**src/logic/xfer_pkg.sv**
```systemverilog
// Package holding encodings, field positions and constants of the transfer sequencer
package xfer_pkg;
  localparam int COND_HI = 31;
  localparam int COND_LO = 28;
  localparam int PRE_BIT = 24;
  localparam int UP_BIT = 23;
  localparam int USER_BIT = 22;
  localparam int WB_BIT = 21;
  localparam int LOAD_BIT = 20;
  localparam int BASE_HI = 19;
  localparam int BASE_LO = 16;
  localparam int NREGS = 16;
  localparam logic [3:0] PC_INDEX = 4'h0_f;
  localparam logic [31:0] WORD_STEP = 32'h0000_0004;
  localparam logic [31:0] PC_STORE_OFFSET = 32'h0000_000c;
  localparam logic [31:0] ZERO_WORD = 32'h0000_0000;
  typedef enum logic [1:0] {CYC_N, CYC_S, CYC_I, CYC_IDLE} cyc_kind_t;
endpackage

```
**src/logic/reg_port_if.sv**
```systemverilog
// Interface carrying the remaining register list and its lowest set index between sequencer and list scanner
`timescale 1ns/100ps
interface reg_port_if;
  logic [15:0] list;
  logic [3:0] lowest;
  logic found;
  modport scan (input list, output lowest, output found);
  modport seq (output list, input lowest, input found);
endinterface

```
**src/logic/list_scan.sv**
```systemverilog
// Priority encoder finding the lowest set bit of the remaining register list
`timescale 1ns/100ps
module list_scan (
  reg_port_if.scan port
);
  logic [3:0] idx;
  always_comb
  begin
    idx = 4'h0;
    for (int i = xfer_pkg::NREGS - 1; i >= 0; i--)
    begin
      if (port.list[i])
      begin
        idx = 4'(i);
      end
    end
  end
  assign port.lowest = idx;
  assign port.found = |port.list;
endmodule

```
**src/logic/block_transfer_sequencer.sv**
```systemverilog
// Multi-register load/store sequencer with write-back, user bank and abort recovery
`timescale 1ns/100ps
// How it works
// [RULE1] Execute only when condition is satisfied
// [RULE2] List bit n selects register n
// [RULE3] Software never gives an empty list
// [RULE4] Stored program counter is instruction plus 12
// [RULE5] Bit 20 direction, bit 21 write-back
// [RULE6] Up/down and pre/post shape addresses
// [RULE7] Ascending order, lowest register lowest address
// [RULE8] No write-back keeps base unless loaded
// [RULE9] Low address bits pass through unchanged
// [RULE10] User flag only in privileged modes
// [RULE11] Load with PC and flag restores status
// [RULE12] Store with PC and flag uses user bank
// [RULE13] Flag without PC uses user bank
// [RULE14] No write-back with user bank transfer
// [RULE15] No banked access right after user load
// [RULE16] Program counter never the base
// [RULE17] Base written back end of cycle two; code writes it in ST_DONE, later stored base words use the new value
// [RULE18] Loaded base beats written-back base
// [RULE19] Store abort: finish, trap, only write-back
// [RULE20] Load abort cancels this and later updates
// [RULE21] Load abort restores base, trap at end
// [RULE22] Cycle counts per load or store kind
// [RULE23] Four-byte step, decrement start base minus 4n
module block_transfer_sequencer (
  input wire logic clk_in,
  input wire logic rst_in,
  input wire logic start_in,
  input wire logic [31:0] instr_in,
  input wire logic [31:0] instr_addr_in,
  input wire logic cond_pass_in,
  input wire logic [31:0] base_value_in,
  input wire logic [31:0] reg_rdata_in,
  input wire logic [31:0] mem_rdata_in,
  input wire logic abort_in,
  output logic busy_out,
  output logic done_out,
  output logic [31:0] mem_addr_out,
  output logic mem_req_out,
  output logic mem_write_out,
  output logic mem_seq_out,
  output logic [31:0] mem_wdata_out,
  output logic [3:0] reg_index_out,
  output logic reg_user_out,
  output logic reg_we_out,
  output logic [31:0] reg_wdata_out,
  output logic status_restore_out,
  output logic abort_trap_out
);
  typedef enum {ST_IDLE, ST_XFER, ST_DRAIN, ST_INTERNAL, ST_PCEXTRA, ST_DONE} seq_state_t;

  seq_state_t state_r, state_nxt;
  logic [15:0] remain_r;
  logic [31:0] addr_r;
  logic [31:0] wb_value_r;
  logic [3:0] base_idx_r;
  logic load_r, wb_r, user_r, pc_in_r, restore_r, aborted_r, first_r, base_listed_r;
  logic [31:0] instr_addr_r;
  // Issue stage: word picked last cycle, goes on the bus at the next edge
  logic iss_valid_r;
  logic iss_seq_r;
  logic [31:0] iss_addr_r;
  logic [3:0] iss_idx_r;
  // Register index of the word now on the bus
  logic [3:0] bus_idx_r;

  reg_port_if scan_port ();
  assign scan_port.list = remain_r;
  list_scan u_scan (
    .port(scan_port)
  );

  // Instruction field decode
  wire [15:0] list_w = instr_in[xfer_pkg::NREGS-1:0]; // RULE2
  wire load_w = instr_in[xfer_pkg::LOAD_BIT]; // RULE5
  wire wb_w = instr_in[xfer_pkg::WB_BIT]; // RULE5
  wire up_w = instr_in[xfer_pkg::UP_BIT];
  wire pre_w = instr_in[xfer_pkg::PRE_BIT];
  wire sbit_w = instr_in[xfer_pkg::USER_BIT];
  wire pc_listed_w = list_w[xfer_pkg::PC_INDEX];
  wire [4:0] count_w = 5'($countones(list_w));
  wire [31:0] span_w = {25'h000_0000, count_w, 2'b00};
  // RULE6 RULE23: lowest address used and final base value
  wire [31:0] low_addr_w = up_w ? (pre_w ? base_value_in + xfer_pkg::WORD_STEP : base_value_in)
    : (pre_w ? base_value_in - span_w : base_value_in - span_w + xfer_pkg::WORD_STEP);
  wire [31:0] final_base_w = up_w ? base_value_in + span_w : base_value_in - span_w;
  wire accept_w = start_in && (state_r == ST_IDLE) && cond_pass_in; // RULE1
  wire base_listed_w = list_w[instr_in[xfer_pkg::BASE_HI:xfer_pkg::BASE_LO]];
  wire last_w = (remain_r & (remain_r - 16'h0001)) == 16'h0000;
  wire iss_pc_w = iss_idx_r == xfer_pkg::PC_INDEX;
  wire bus_load_w = mem_req_out && !mem_write_out;
  // The memory manager answers the registered bus within the same core cycle
  wire abort_now_w = (mem_req_out && abort_in) || aborted_r;
  // RULE20: loads stop updating registers once aborted
  wire load_ok_w = bus_load_w && !abort_now_w;
  // RULE17: a base stored after the first word carries the updated value
  wire iss_new_base_w = iss_idx_r == base_idx_r && wb_r && iss_seq_r;
  // RULE4: stored program counter value
  wire [31:0] store_data_w = iss_pc_w ? instr_addr_r + xfer_pkg::PC_STORE_OFFSET
    : (iss_new_base_w ? wb_value_r : reg_rdata_in);
  // RULE18 RULE19 RULE21: base written back or restored at completion
  wire base_final_we_w = load_r ? (aborted_r || (wb_r && !base_listed_r)) : wb_r;

  always_comb
  begin
    state_nxt = state_r;
    case (state_r)
      ST_IDLE:
        if (accept_w)
        begin
          state_nxt = ST_XFER;
        end
      ST_XFER:
        if (last_w)
        begin
          state_nxt = ST_DRAIN;
        end
      // RULE22: loads add an internal cycle, a program counter load one more
      ST_DRAIN:
        state_nxt = load_r ? ST_INTERNAL : ST_DONE;
      ST_INTERNAL:
        state_nxt = pc_in_r ? ST_PCEXTRA : ST_DONE;
      ST_PCEXTRA:
        state_nxt = ST_DONE;
      default:
        state_nxt = ST_IDLE;
    endcase
  end

  always_ff @(posedge clk_in or posedge rst_in)
  begin
    if (rst_in)
    begin
      state_r <= ST_IDLE;
      remain_r <= 16'h0000;
      addr_r <= xfer_pkg::ZERO_WORD;
      wb_value_r <= xfer_pkg::ZERO_WORD;
      base_idx_r <= 4'h0;
      load_r <= 1'b0;
      wb_r <= 1'b0;
      user_r <= 1'b0;
      pc_in_r <= 1'b0;
      restore_r <= 1'b0;
      aborted_r <= 1'b0;
      first_r <= 1'b0;
      base_listed_r <= 1'b0;
      instr_addr_r <= xfer_pkg::ZERO_WORD;
      iss_valid_r <= 1'b0;
      iss_seq_r <= 1'b0;
      iss_addr_r <= xfer_pkg::ZERO_WORD;
      iss_idx_r <= 4'h0;
      bus_idx_r <= 4'h0;
    end
    else
    begin
      state_r <= state_nxt;
      iss_valid_r <= state_r == ST_XFER;
      iss_seq_r <= !first_r;
      iss_addr_r <= addr_r;
      iss_idx_r <= scan_port.lowest;
      bus_idx_r <= iss_idx_r;
      if (accept_w)
      begin
        remain_r <= list_w;
        addr_r <= low_addr_w; // RULE9
        wb_value_r <= wb_w ? final_base_w : base_value_in; // RULE8
        base_idx_r <= instr_in[xfer_pkg::BASE_HI:xfer_pkg::BASE_LO];
        load_r <= load_w;
        wb_r <= wb_w;
        user_r <= sbit_w && !(load_w && pc_listed_w); // RULE12 RULE13
        pc_in_r <= pc_listed_w;
        restore_r <= sbit_w && load_w && pc_listed_w;
        aborted_r <= 1'b0;
        first_r <= 1'b1;
        instr_addr_r <= instr_addr_in;
        base_listed_r <= base_listed_w;
      end
      else if (state_r != ST_IDLE)
      begin
        if (mem_req_out && abort_in)
        begin
          aborted_r <= 1'b1;
        end
        if (state_r == ST_XFER)
        begin
          remain_r <= remain_r & ~(16'h0001 << scan_port.lowest); // RULE7
          addr_r <= addr_r + xfer_pkg::WORD_STEP; // RULE23
          first_r <= 1'b0;
        end
      end
    end
  end

  // Output registers
  always_ff @(posedge clk_in or posedge rst_in)
  begin
    if (rst_in)
    begin
      busy_out <= 1'b0;
      done_out <= 1'b0;
      mem_addr_out <= xfer_pkg::ZERO_WORD;
      mem_req_out <= 1'b0;
      mem_write_out <= 1'b0;
      mem_seq_out <= 1'b0;
      mem_wdata_out <= xfer_pkg::ZERO_WORD;
      reg_index_out <= 4'h0;
      reg_user_out <= 1'b0;
      reg_we_out <= 1'b0;
      reg_wdata_out <= xfer_pkg::ZERO_WORD;
      status_restore_out <= 1'b0;
      abort_trap_out <= 1'b0;
    end
    else
    begin
      busy_out <= state_nxt != ST_IDLE && state_nxt != ST_DONE;
      done_out <= state_r == ST_DONE;
      mem_req_out <= iss_valid_r;
      mem_write_out <= iss_valid_r && !load_r;
      mem_seq_out <= iss_valid_r && iss_seq_r; // RULE22
      mem_addr_out <= iss_addr_r; // RULE9
      mem_wdata_out <= store_data_w;
      reg_user_out <= user_r; // RULE12 RULE13
      reg_we_out <= 1'b0;
      reg_wdata_out <= mem_rdata_in;
      status_restore_out <= 1'b0;
      abort_trap_out <= 1'b0;
      if (load_ok_w)
      begin
        // Loaded word lands one cycle after its bus cycle
        reg_we_out <= 1'b1; // RULE18 RULE20
        reg_index_out <= bus_idx_r;
        // RULE11: status copied as program counter loads
        status_restore_out <= restore_r && bus_idx_r == xfer_pkg::PC_INDEX;
      end
      else if (state_r == ST_DONE)
      begin
        reg_we_out <= base_final_we_w; // RULE8 RULE17 RULE19 RULE21
        reg_index_out <= base_idx_r;
        reg_wdata_out <= wb_value_r;
        abort_trap_out <= abort_now_w; // RULE19 RULE21
      end
      else if (state_r == ST_XFER && !load_r)
      begin
        // Store read port points at the word being issued
        reg_index_out <= scan_port.lowest;
      end
    end
  end

  a_pc_store_value: assert property (@(posedge clk_in) disable iff (rst_in) // RULE4
    iss_valid_r && !load_r && iss_pc_w |=>
      mem_wdata_out == $past(instr_addr_r) + xfer_pkg::PC_STORE_OFFSET)
    else $error("stored program counter value wrong");
  a_no_update_abort: assert property (@(posedge clk_in) disable iff (rst_in) // RULE20
    bus_load_w && abort_now_w |=> !reg_we_out)
    else $error("register updated after abort");
  a_addr_step: assert property (@(posedge clk_in) disable iff (rst_in) // RULE23
    state_r == ST_XFER && $past(state_r) == ST_XFER |-> addr_r == $past(addr_r) + 32'h0000_0004)
    else $error("address step not four");
  a_cond_gate: assert property (@(posedge clk_in) disable iff (rst_in) // RULE1
    state_r == ST_IDLE && start_in && !cond_pass_in |=> state_r == ST_IDLE)
    else $error("transfer ran with failed condition");
  a_trap_at_end: assert property (@(posedge clk_in) disable iff (rst_in) // RULE21
    abort_trap_out |-> done_out)
    else $error("abort trap before completion");
  a_restore_pc: assert property (@(posedge clk_in) disable iff (rst_in) // RULE11
    status_restore_out |-> reg_we_out && reg_index_out == xfer_pkg::PC_INDEX)
    else $error("status restored without program counter load");
  a_order_up: assert property (@(posedge clk_in) disable iff (rst_in) // RULE7
    state_r == ST_XFER && $past(state_r) == ST_XFER |-> scan_port.lowest > $past(scan_port.lowest))
    else $error("registers not ascending");
  a_store_no_trap_early: assert property (@(posedge clk_in) disable iff (rst_in) // RULE19
    state_r == ST_XFER && !last_w |=> !abort_trap_out)
    else $error("trap taken mid instruction");
endmodule

```
**config.mk**
```make
export PLATFORM = sky130hd
export DESIGN_NAME = block_transfer_sequencer
export DESIGN_NICKNAME = d
export VERILOG_FILES = /design/src/logic/xfer_pkg.sv /design/src/logic/reg_port_if.sv /design/src/logic/list_scan.sv /design/src/logic/block_transfer_sequencer.sv
export SDC_FILE = /design/constraint.sdc
export NUM_CORES = 1
export LEC_CHECK = 0
export BUFFER_PORTS_ARGS = -buffer_cell sky130_fd_sc_hd__buf_4
export CORE_MARGIN = 8
export CORE_UTILIZATION = 53
export CTS_CLUSTER_DIAMETER = 60
export CTS_CLUSTER_SIZE = 8
export DETAILED_ROUTE_END_ITERATION = 6
export PLACE_DENSITY = 0.76
export SLEW_MARGIN = 10
export SYNTH_ARGS = -nofsm -noshare
export SYNTH_HDL_FRONTEND = slang
export SYNTH_SLANG_ARGS = --single-unit
```
**constraint.sdc**
```tcl
create_clock -name clk_in -period 31.5 [get_ports clk_in]
set_input_delay 6.3 -clock clk_in [delete_from_list [all_inputs] [get_ports clk_in]]
set_output_delay 6.3 -clock clk_in [all_outputs]
set_load 0.03 [all_outputs]
```
* Word level (Yosys, flattened, before mapping) *
Index checks and enable logic that the tools add are counted.
W data, S select, Z words.

storage, ports and cells
  output and inout port bits = 109
  input bits = 165
  latch bits = 0
  RAM bits = 0
  register bits = 307
  logic and storage cells = 158
  ROM bits = 0
  memories = 0

cells by class
  magnitude comparators = 1
  shifts and indexed selects = 1
  bitwise gates (word level) = 3
  multipliers = 0
  mux-type cells = 53
  divide/modulo/power cells = 0
  eq/ne operators = 10
  $add $sub $neg = 22
  reduce and logical (&&, ||, !) cells = 36

operators by type and width
  kind                     number
  $mux W32                 14
  $pmux W32 S5             1
  $add A32 B3 Y32 const B  3
  $eq A32 B2 Y1 const B    3
  $mux W4                  19
  $logic_not A32 Y1        2
  $reduce_bool A32 Y1      2
  $mux W16                 3
  $add A32 B4 Y32 const B  1
  $add A32 B7 Y32          1
  $and A16 B16 Y16         2
  $eq A32 B1 Y1 const B    1
  $eq A32 B3 Y1 const B    1
  $eq A32 B4 Y1 const B    1
  $ne A32 B4 Y1 const B    1
  $sub A32 B7 Y32          1
  $logic_and A1 B1 Y1      17
  $add A1 B1 Y2            8
  $logic_not A16 Y1        1
  $not A16 Y16             1
  $shl A1 B4 Y16 const A   1
  $sub A16 B1 Y16 const B  1
  $mux W1                  14
  $add A2 B2 Y3            4
  12 further kinds         23

* Logic depth before layout (Yosys ltp) *
Gate-level depths: netlist of the first run.

  word-level depth = 22
  gate-level depth with buffers = 24
  gate-level depth less buffers = 23

* Cells and area by module *
Synthesis of the first run repeated with hierarchy kept, for this count alone.

second synthesis, totals
  cell total of the unflattened synthesis = 1,710
  area total of the unflattened synthesis = 16,225.6 um^2

by module, submodules not included
  module                    instances  area each (um^2)  cells an instance
  block_transfer_sequencer  1          16,049.1          1,676
  list_scan                 1          176.4             34

* Worst setup path after synthesis of the first run *
OpenSTA, ideal clock, no wires.

  kind = input to register
  start point = in instr_in[0]
  end point = reg addr_r[28]
  required time = 31.373 ns
  cell stages on the path = 19
  arrival time = 12.419 ns
  path slack = 18.954 ns
  cell sequence = inv_1 -> fa_1 -> fa_1 -> fa_1 -> fa_1 -> inv_1 -> ha_1 -> fa_1 -> fa_1 -> or2_2 -> a211o_1 -> a222oi_1 -> nand3_1 -> or4_1 -> buf_6 -> or4_4 -> or3_1 -> xor2_1 -> o2bb2ai_1

between the ends
  longest elaborated chain between the ends = 9

RTL lines
  element                                line                             source
  from (decl)                            block_transfer_sequencer.sv:31   input wire logic [31:0] instr_in,
  $add A1 B1 Y2 (implied by the code) *  block_transfer_sequencer.sv:83   wire [4:0] count_w = 5'($countones(list_w));
  $add A2 B2 Y3 (implied by the code) *  block_transfer_sequencer.sv:83
  $add A3 B3 Y4 (implied by the code) *  block_transfer_sequencer.sv:83
  $add A4 B4 Y5 (implied by the code) *  block_transfer_sequencer.sv:83
  $sub A32 B7 Y32 *                      block_transfer_sequencer.sv:87   : (pre_w ? base_value_in - span_w : base_value_in - span_w + xfer_pkg::WORD_STEP);
  $add A32 B3 Y32                        block_transfer_sequencer.sv:87
  $mux W32 *                             block_transfer_sequencer.sv:87
  $mux W32 *                             block_transfer_sequencer.sv:86   wire [31:0] low_addr_w = up_w ? (pre_w ? base_value_in + xfer_pkg::WORD_STEP : base_value_in)
  $mux W32 *                             block_transfer_sequencer.sv:164  if (accept_w)
  to (signal assigned)                   block_transfer_sequencer.sv:138  addr_r <= xfer_pkg::ZERO_WORD;
  to (signal assigned)                   block_transfer_sequencer.sv:167  addr_r <= low_addr_w;
  to (signal assigned)                   block_transfer_sequencer.sv:189  addr_r <= addr_r + xfer_pkg::WORD_STEP;
  to (decl)                              block_transfer_sequencer.sv:56   logic [31:0] addr_r;

Mark *: on every way between the ends. The rest lies on a longest branch, timed or not.
A chain may end at the register's enable or synchronous reset.

* Worst setup path in the final report of the first run *
Same ends and word-level chain as after synthesis.

==> results of run 1 <==
## logic make-up (layout without fill, tap and decap cells)
kind of cell	after synthesis	in the layout	synth area share
flops	307	307	0.477
simple gates	669	669	0.195
other cells	1	29	0.000233
buf+inv	157	386	0.0448
fa+ha+maj	33	33	0.0311
xor+xnor	137	137	0.0745
compound gates	309	309	0.118
mux	83	83	0.0591
## final cells by class
cell class,instances,share of cell area
inverters,56,0.0112
well taps,396,0.0254
repair buffers,277,0.107
clock inverters,5,0.00404
flip-flops and latches,307,0.393
clock buffers,48,0.0588
multi-input cells,1260,0.400
## routing by layer
metal  wire, µm  vias to the layer above  part of all wire  GRT usage
li1           -                     6342                 -          -
met1      20000                     6630              0.41      0.345
met2      22600                      577              0.47      0.420
met3       4010                      107             0.083     0.0552
met4       1700                        2             0.035     0.0982
met5         13                        -           0.00027          0
## layout by cell type, fill, tap and decap left out, drive strengths merged, types with 14 or more instances in the layout
cell	count
o211ai	16
nand3	61
xnor2	70
mux2i	40
o21ai	90
xor2	67
conb	29
clkbuf	48
nor2	124
mux2	37
o22ai	15
dfrtp	307
or4	14
or3	19
nand4	31
buf	277
nand2	278
and3	16
a21oi	95
ha	20
nor3	37
inv	55
nor4	28
## state kept, by name, indices dropped and copies added (netlist names), 4 cells and up
name           count
iss_addr_r        32
reg_index_out      4
addr_r            32
base_idx_r         4
mem_wdata_out     32
instr_addr_r      32
bus_idx_r          4
iss_idx_r          4
mem_addr_out      32
state_r           32
remain_r          16
reg_wdata_out     32
wb_value_r        32
## stage by stage
step,utilization,cell area [µm²],cells,power [mW],setup WS (ps)
after floorplan,-,16200,1724,0.598,16710
after global placement,0.604,18300,2296,0.671,17900
after detailed placement,0.604,18300,2296,0.677,17910
after CTS,0.645,19500,2349,1.11,18410
after global routing,0.645,19500,2349,1.15,17990
final,0.645,19500,2349,1.10,18360
## how the worst max path moves through the flow
| stage | end | slack [ps] | depth (start not counted) |
|---|---|---|---|
| after detailed placement | addr_r[28]$_DFFE_PP0P_ | 17910 | 20 |
| after global placement | addr_r[28]$_DFFE_PP0P_ | 17900 | 20 |
| after floorplan | abort_trap_out$_DFF_PP0_ | 16710 | 1 |
| final | addr_r[28]$_DFFE_PP0P_ | 18360 | 20 |
| after global routing | addr_r[28]$_DFFE_PP0P_ | 17990 | 20 |
| after CTS | addr_r[28]$_DFFE_PP0P_ | 18410 | 20 |
## report_power, final
part	internal (mW)	total (mW)	switching, mW
clock	0.263	0.424	0.161
combinational	0.106	0.273	0.167
sequential	0.401	0.403	0.00190
==> flow_metrics.tcl, run 1 <==
set metrics [dict create \
    dieArea_um2 36200 \
    area_delta_synth_final_pct 21.3 \
    path_common_cell "fa_1" \
    nNetsFinal 2144 \
    power_density_nw_per_um2 56.4 \
    place_hpwl_um 35700 \
    rsz0062_at_grt "false" \
    synth_common_cells "307 x dfrtp_1, 278 x nand2_1, 124 x nor2_1" \
    drtIter0Drc 1231 \
    ff2ff_setup_slack_ps 28100 \
    grt_pass1_vias 13400 \
    p_leak_nw 9.14 \
    multi_input_area_um2 7810 \
    r2r_end "addr_r[25]$_DFFE_PP0P_" \
    fillers 2525 \
    cts_setup_buffers 0 \
    grt_pass1_wl_um 74900 \
    worst_ir_drop_vdd_mv 0.0511 \
    ys_async_sr_fraction 1.00 \
    hold-path-cell-count 0 \
    vias 13700 \
    clockBufferDepth 3 \
    drc 0 \
    hold_end "mem_addr_out[6]$_DFF_PP0_" \
    syn-cell-area_um2 16100 \
    gr-usage-all-layers 0.261 \
    numPortBuffers 266 \
    ctsHoldBuffers 0 \
    worst_setup_path_end_kind "flop" \
    status "completed" \
    arrival_ps 13540 \
    wl_per_cell_um 20.6 \
    drive_gt1_frac 0.200 \
    start_util 0.532 \
    slew_violations 0 \
    gp_congestion 0.898 \
    cts-root-buf "clkbuf_16" \
    crit_buf_inv 4 \
    synth_area_leaders "dfrtp_1 48%, nand2_1 6.5%, xnor2_1 3.8%, xor2_1 3.6%, a21oi_1 3.0%" \
    cp_data_required_time_ps 31900 \
    synth_edf_count 0 \
    syn_inst 1696 \
    synth_area_leader_cell "dfrtp_1" \
    ant_nets 0 \
    worstRegToRegCells 9 \
    dr.pass1.iters 5 \
    num_io_pins 274 \
    die_y_um 190 \
    synth.distinct_cells 79 \
    synth_most_common_cell "dfrtp_1" \
    synthesis.area_per_instance_um2 9.49 \
    antenna_cells 0 \
    slew_headroom 0.213 \
    finalHoldViolCount 0 \
    hp-class "reg -> reg" \
    ys_warn_count 0 \
    core_area_um2 30300 \
    cts_resized 0 \
    ys_seq_area_frac 0.477 \
    critical_path.top_delay_family "adder cells" \
    seq_area_um2 7680 \
    max_stage_delay_ps 1010 \
    start_kind "input port" \
    rr_startpoint "state_r[25]$_DFF_PP0_" \
    grt_overflow_total 0 \
    hp-start "iss_addr_r[6]$_DFF_PP0_" \
    cts.sinks 307 \
    finClkSkew_ps 18.9 \
    die_w_um 190 \
    fin_crit_sh 0.417 \
    synth_top_area_share 0.477 \
    fmax_mhz 76.1 \
    worst-setup-path-type "in -> reg" \
    synth-main-ff-cell "dfrtp_1" \
    synth-seq-cells 307 \
    routed_wl_um 48300 \
    rows 64 \
    worstPathCellList "buf_4 -> inv_1 -> fa_1 -> fa_1 -> fa_1 -> fa_1 -> inv_1 -> ha_1 -> fa_1 -> xor2_1 -> inv_1 -> ha_1 -> o311ai_0 -> nand3_1 -> mux2i_1 -> or4_1 -> or4_4 -> or3_1 -> xor2_1 -> o2bb2ai_1" \
    maxCapViolCount 0 \
    tightest_slew_ps 1170 \
    antenna_found_initial 1 \
    critical_path.startpoint "instr_in[0]" \
    period_minus_slack_ps 13140 \
    cts_tree "done" \
    path_clk_slew_ps 50 \
    setup-violations-final 0 \
    h-tree-depth 2 \
    setup-tns-final_ps 0 \
    hold_slack_ps 338 \
    viasPerCell 5.81 \
    slowest_stage "o311ai_0" \
    cts_buffers 45 \
    cp_max_fo 10 \
    clk_latency_ps 530 \
    grt_max_degree 183 \
]
Power figures use the tool's default switching activity.
==> run 2: changes to the inputs <==
==> constraint.sdc (replaced) <==
create_clock -name clk_in -period 12.9 [get_ports clk_in]
set_input_delay 2.58 -clock clk_in [delete_from_list [all_inputs] [get_ports clk_in]]
set_output_delay 2.58 -clock clk_in [all_outputs]
set_load 0.03 [all_outputs]
==> run 2 against run 1 <==
Against the previous run:
- cell count fell by 0.13%
- register-to-register slack got worse by 19000 ps
- total power rose by 140%
- core utilization fell by 0.18 points
- die area did not move
- cell area fell by 0.28%
- flip-flop and latch count did not move
- critical path depth did not move
- via count fell by 0.47%
- worst setup slack got worse by 15000 ps
- count of clock-buffer cells in the layout fell by 3
==> flow_metrics.tcl, run 2 (same netlist as run 1, synthesis figures left out) <==
set metrics [dict create \
    wl_per_cell_um 20.6 \
    cts.sinks 307 \
    drtIter0Drc 1317 \
    cts_resized 0 \
    pwr-share-comb 0.252 \
    rsz0062_at_grt "false" \
    p_leak_nw 9.12 \
    cp_max_fo 10 \
    clockBufferDepth 3 \
    antenna_found_initial 0 \
    power_switching_uw 800 \
    antenna_cells 0 \
    cts_tree "done" \
    hp-class "reg -> reg" \
    layout_setup_ws_ps 3370 \
    arrival_ps 9930 \
    worst_ir_drop_vdd_mv 0.117 \
    area_delta_synth_final_pct 20.9 \
    numPortBuffers 266 \
    finalHoldViolCount 0 \
    cts-root-buf "clkbuf_16" \
    die_y_um 190 \
    cp_data_required_time_ps 13300 \
    cell_internal_pwr_mw 1.85 \
    critical_path.top_delay_family "adder cells" \
    drive_gt1_frac 0.200 \
    grt_pass1_vias 13500 \
    critical_path.startpoint "instr_in[0]" \
    period_minus_slack_ps 9530 \
    ctsHoldBuffers 0 \
    power_density_nw_per_um2 136 \
    viasPerCell 5.79 \
    sw_frac_of_total 0.302 \
    setup-violations-final 0 \
    fmax_mhz 105 \
    gr-usage-all-layers 0.262 \
    maxCapViolCount 0 \
    slew_violations 0 \
    worstPathCellList "buf_4 -> inv_1 -> fa_1 -> fa_1 -> fa_1 -> fa_1 -> inv_1 -> ha_1 -> fa_1 -> xor2_1 -> inv_1 -> ha_1 -> o311ai_0 -> nand3_1 -> mux2i_1 -> or4_1 -> or4_4 -> or3_1 -> xor2_1 -> o2bb2ai_1" \
    place_hpwl_um 35900 \
    start_util 0.532 \
    hp-start "iss_addr_r[9]$_DFF_PP0_" \
    drc 0 \
    clk_latency_ps 530 \
    p_clk_frac 0.376 \
    worst-setup-path-type "in -> reg" \
    fillers 2475 \
    final_cell_mix "307 x dfrtp_1, 277 x nand2_1, 277 x buf_4" \
    rows 64 \
    rr_startpoint "state_r[14]$_DFF_PP0_" \
    slew_headroom 0.180 \
    finClkSkew_ps 17.6 \
    tightest_slew_ps 1210 \
    num_io_pins 274 \
    final_common_cell "dfrtp_1" \
    cts_setup_buffers 0 \
    fin_crit_sh 0.738 \
    path_common_cell "fa_1" \
    gp_congestion 0.911 \
    worst_setup_path_end_kind "flop" \
    die_w_um 190 \
    max_stage_delay_ps 1060 \
    dr.pass1.iters 5 \
    start_kind "input port" \
    status "completed" \
    setup-tns-final_ps 0 \
    ant_nets 0 \
    slowest_stage "o311ai_0" \
    pwr-share-seq 0.372 \
    dp_slack_ps 3000 \
    nNetsFinal 2144 \
    grt_pass1_wl_um 75400 \
    grt_overflow_total 0 \
    dieArea_um2 36200 \
    cts_buffers 44 \
    grt_max_degree 192 \
    vias 13600 \
    h-tree-depth 2 \
    routed_wl_um 48200 \
    core_area_um2 30300 \
    crit_buf_inv 4 \
    path_clk_slew_ps 50 \
]
## run 2: cell count changes in the layout (fill, tap and decap cells not counted), sizes merged
cell / change
clkbuf: -3
buf: +1
bufinv: -1
inv: +1
clkinvlp: -1
## run 2: layout make-up
cell class                      instances  area [µm²]  area share
Inverter                               56         218      0.0112
Timing Repair Buffer                  278        2100       0.108
Tap cell                              396         495      0.0254
Multi-Input combinational cell       1260        7810       0.401
Sequential cell                       307        7680       0.395
Clock inverter                          4        50.0     0.00257
Clock buffer                           45        1110      0.0573
## run 2: final timing paths
path	slack [ps]	to	cells after the start
min reg2reg	350	mem_addr_out[9]$_DFF_PP0_	0
max in group asynchronous	9190	wb_value_r[31]$_DFFE_PP0P_	3
min	350	mem_addr_out[9]$_DFF_PP0_	0
min in group asynchronous	2200	reg_wdata_out[1]$_DFF_PP0_	2
max	3370	addr_r[28]$_DFFE_PP0P_	20
max reg2reg	9270	addr_r[14]$_DFFE_PP0P_	9
## run 2: per-stage QoR
step	instance area [µm²]	utilization	std cells	hold slack [ps]	power [mW]
global placement	18300	0.605	2297	333	1.64
finish	19500	0.643	2346	345	2.65
detailed placement	18300	0.605	2297	336	1.65
global route	19500	0.643	2346	353	2.78
CTS	19500	0.643	2346	346	2.66
floorplan	16200	-	1724	331	1.46
## run 2: metal layers
| metal | track usage | vias to the layer above | wire length, µm |
|---|---|---|---|
| li1 | - | 6352 | - |
| met1 | 0.360 | 6583 | 20300 |
| met2 | 0.416 | 574 | 22600 |
| met3 | 0.0463 | 85 | 3830 |
| met4 | 0.0892 | 0 | 1450 |
| met5 | 0 | - | 0 |
## run 2: power groups by stage
stage | Clock [mW] | Sequential, mW | Combinational, mW
floorplan | 0 | 1.02 | 0.440
detailed placement | 0 | 1.00 | 0.654
CTS | 1.01 | 0.985 | 0.659
finish | 0.996 | 0.985 | 0.666
global placement | 0 | 0.999 | 0.645
global route | 1.06 | 0.985 | 0.735
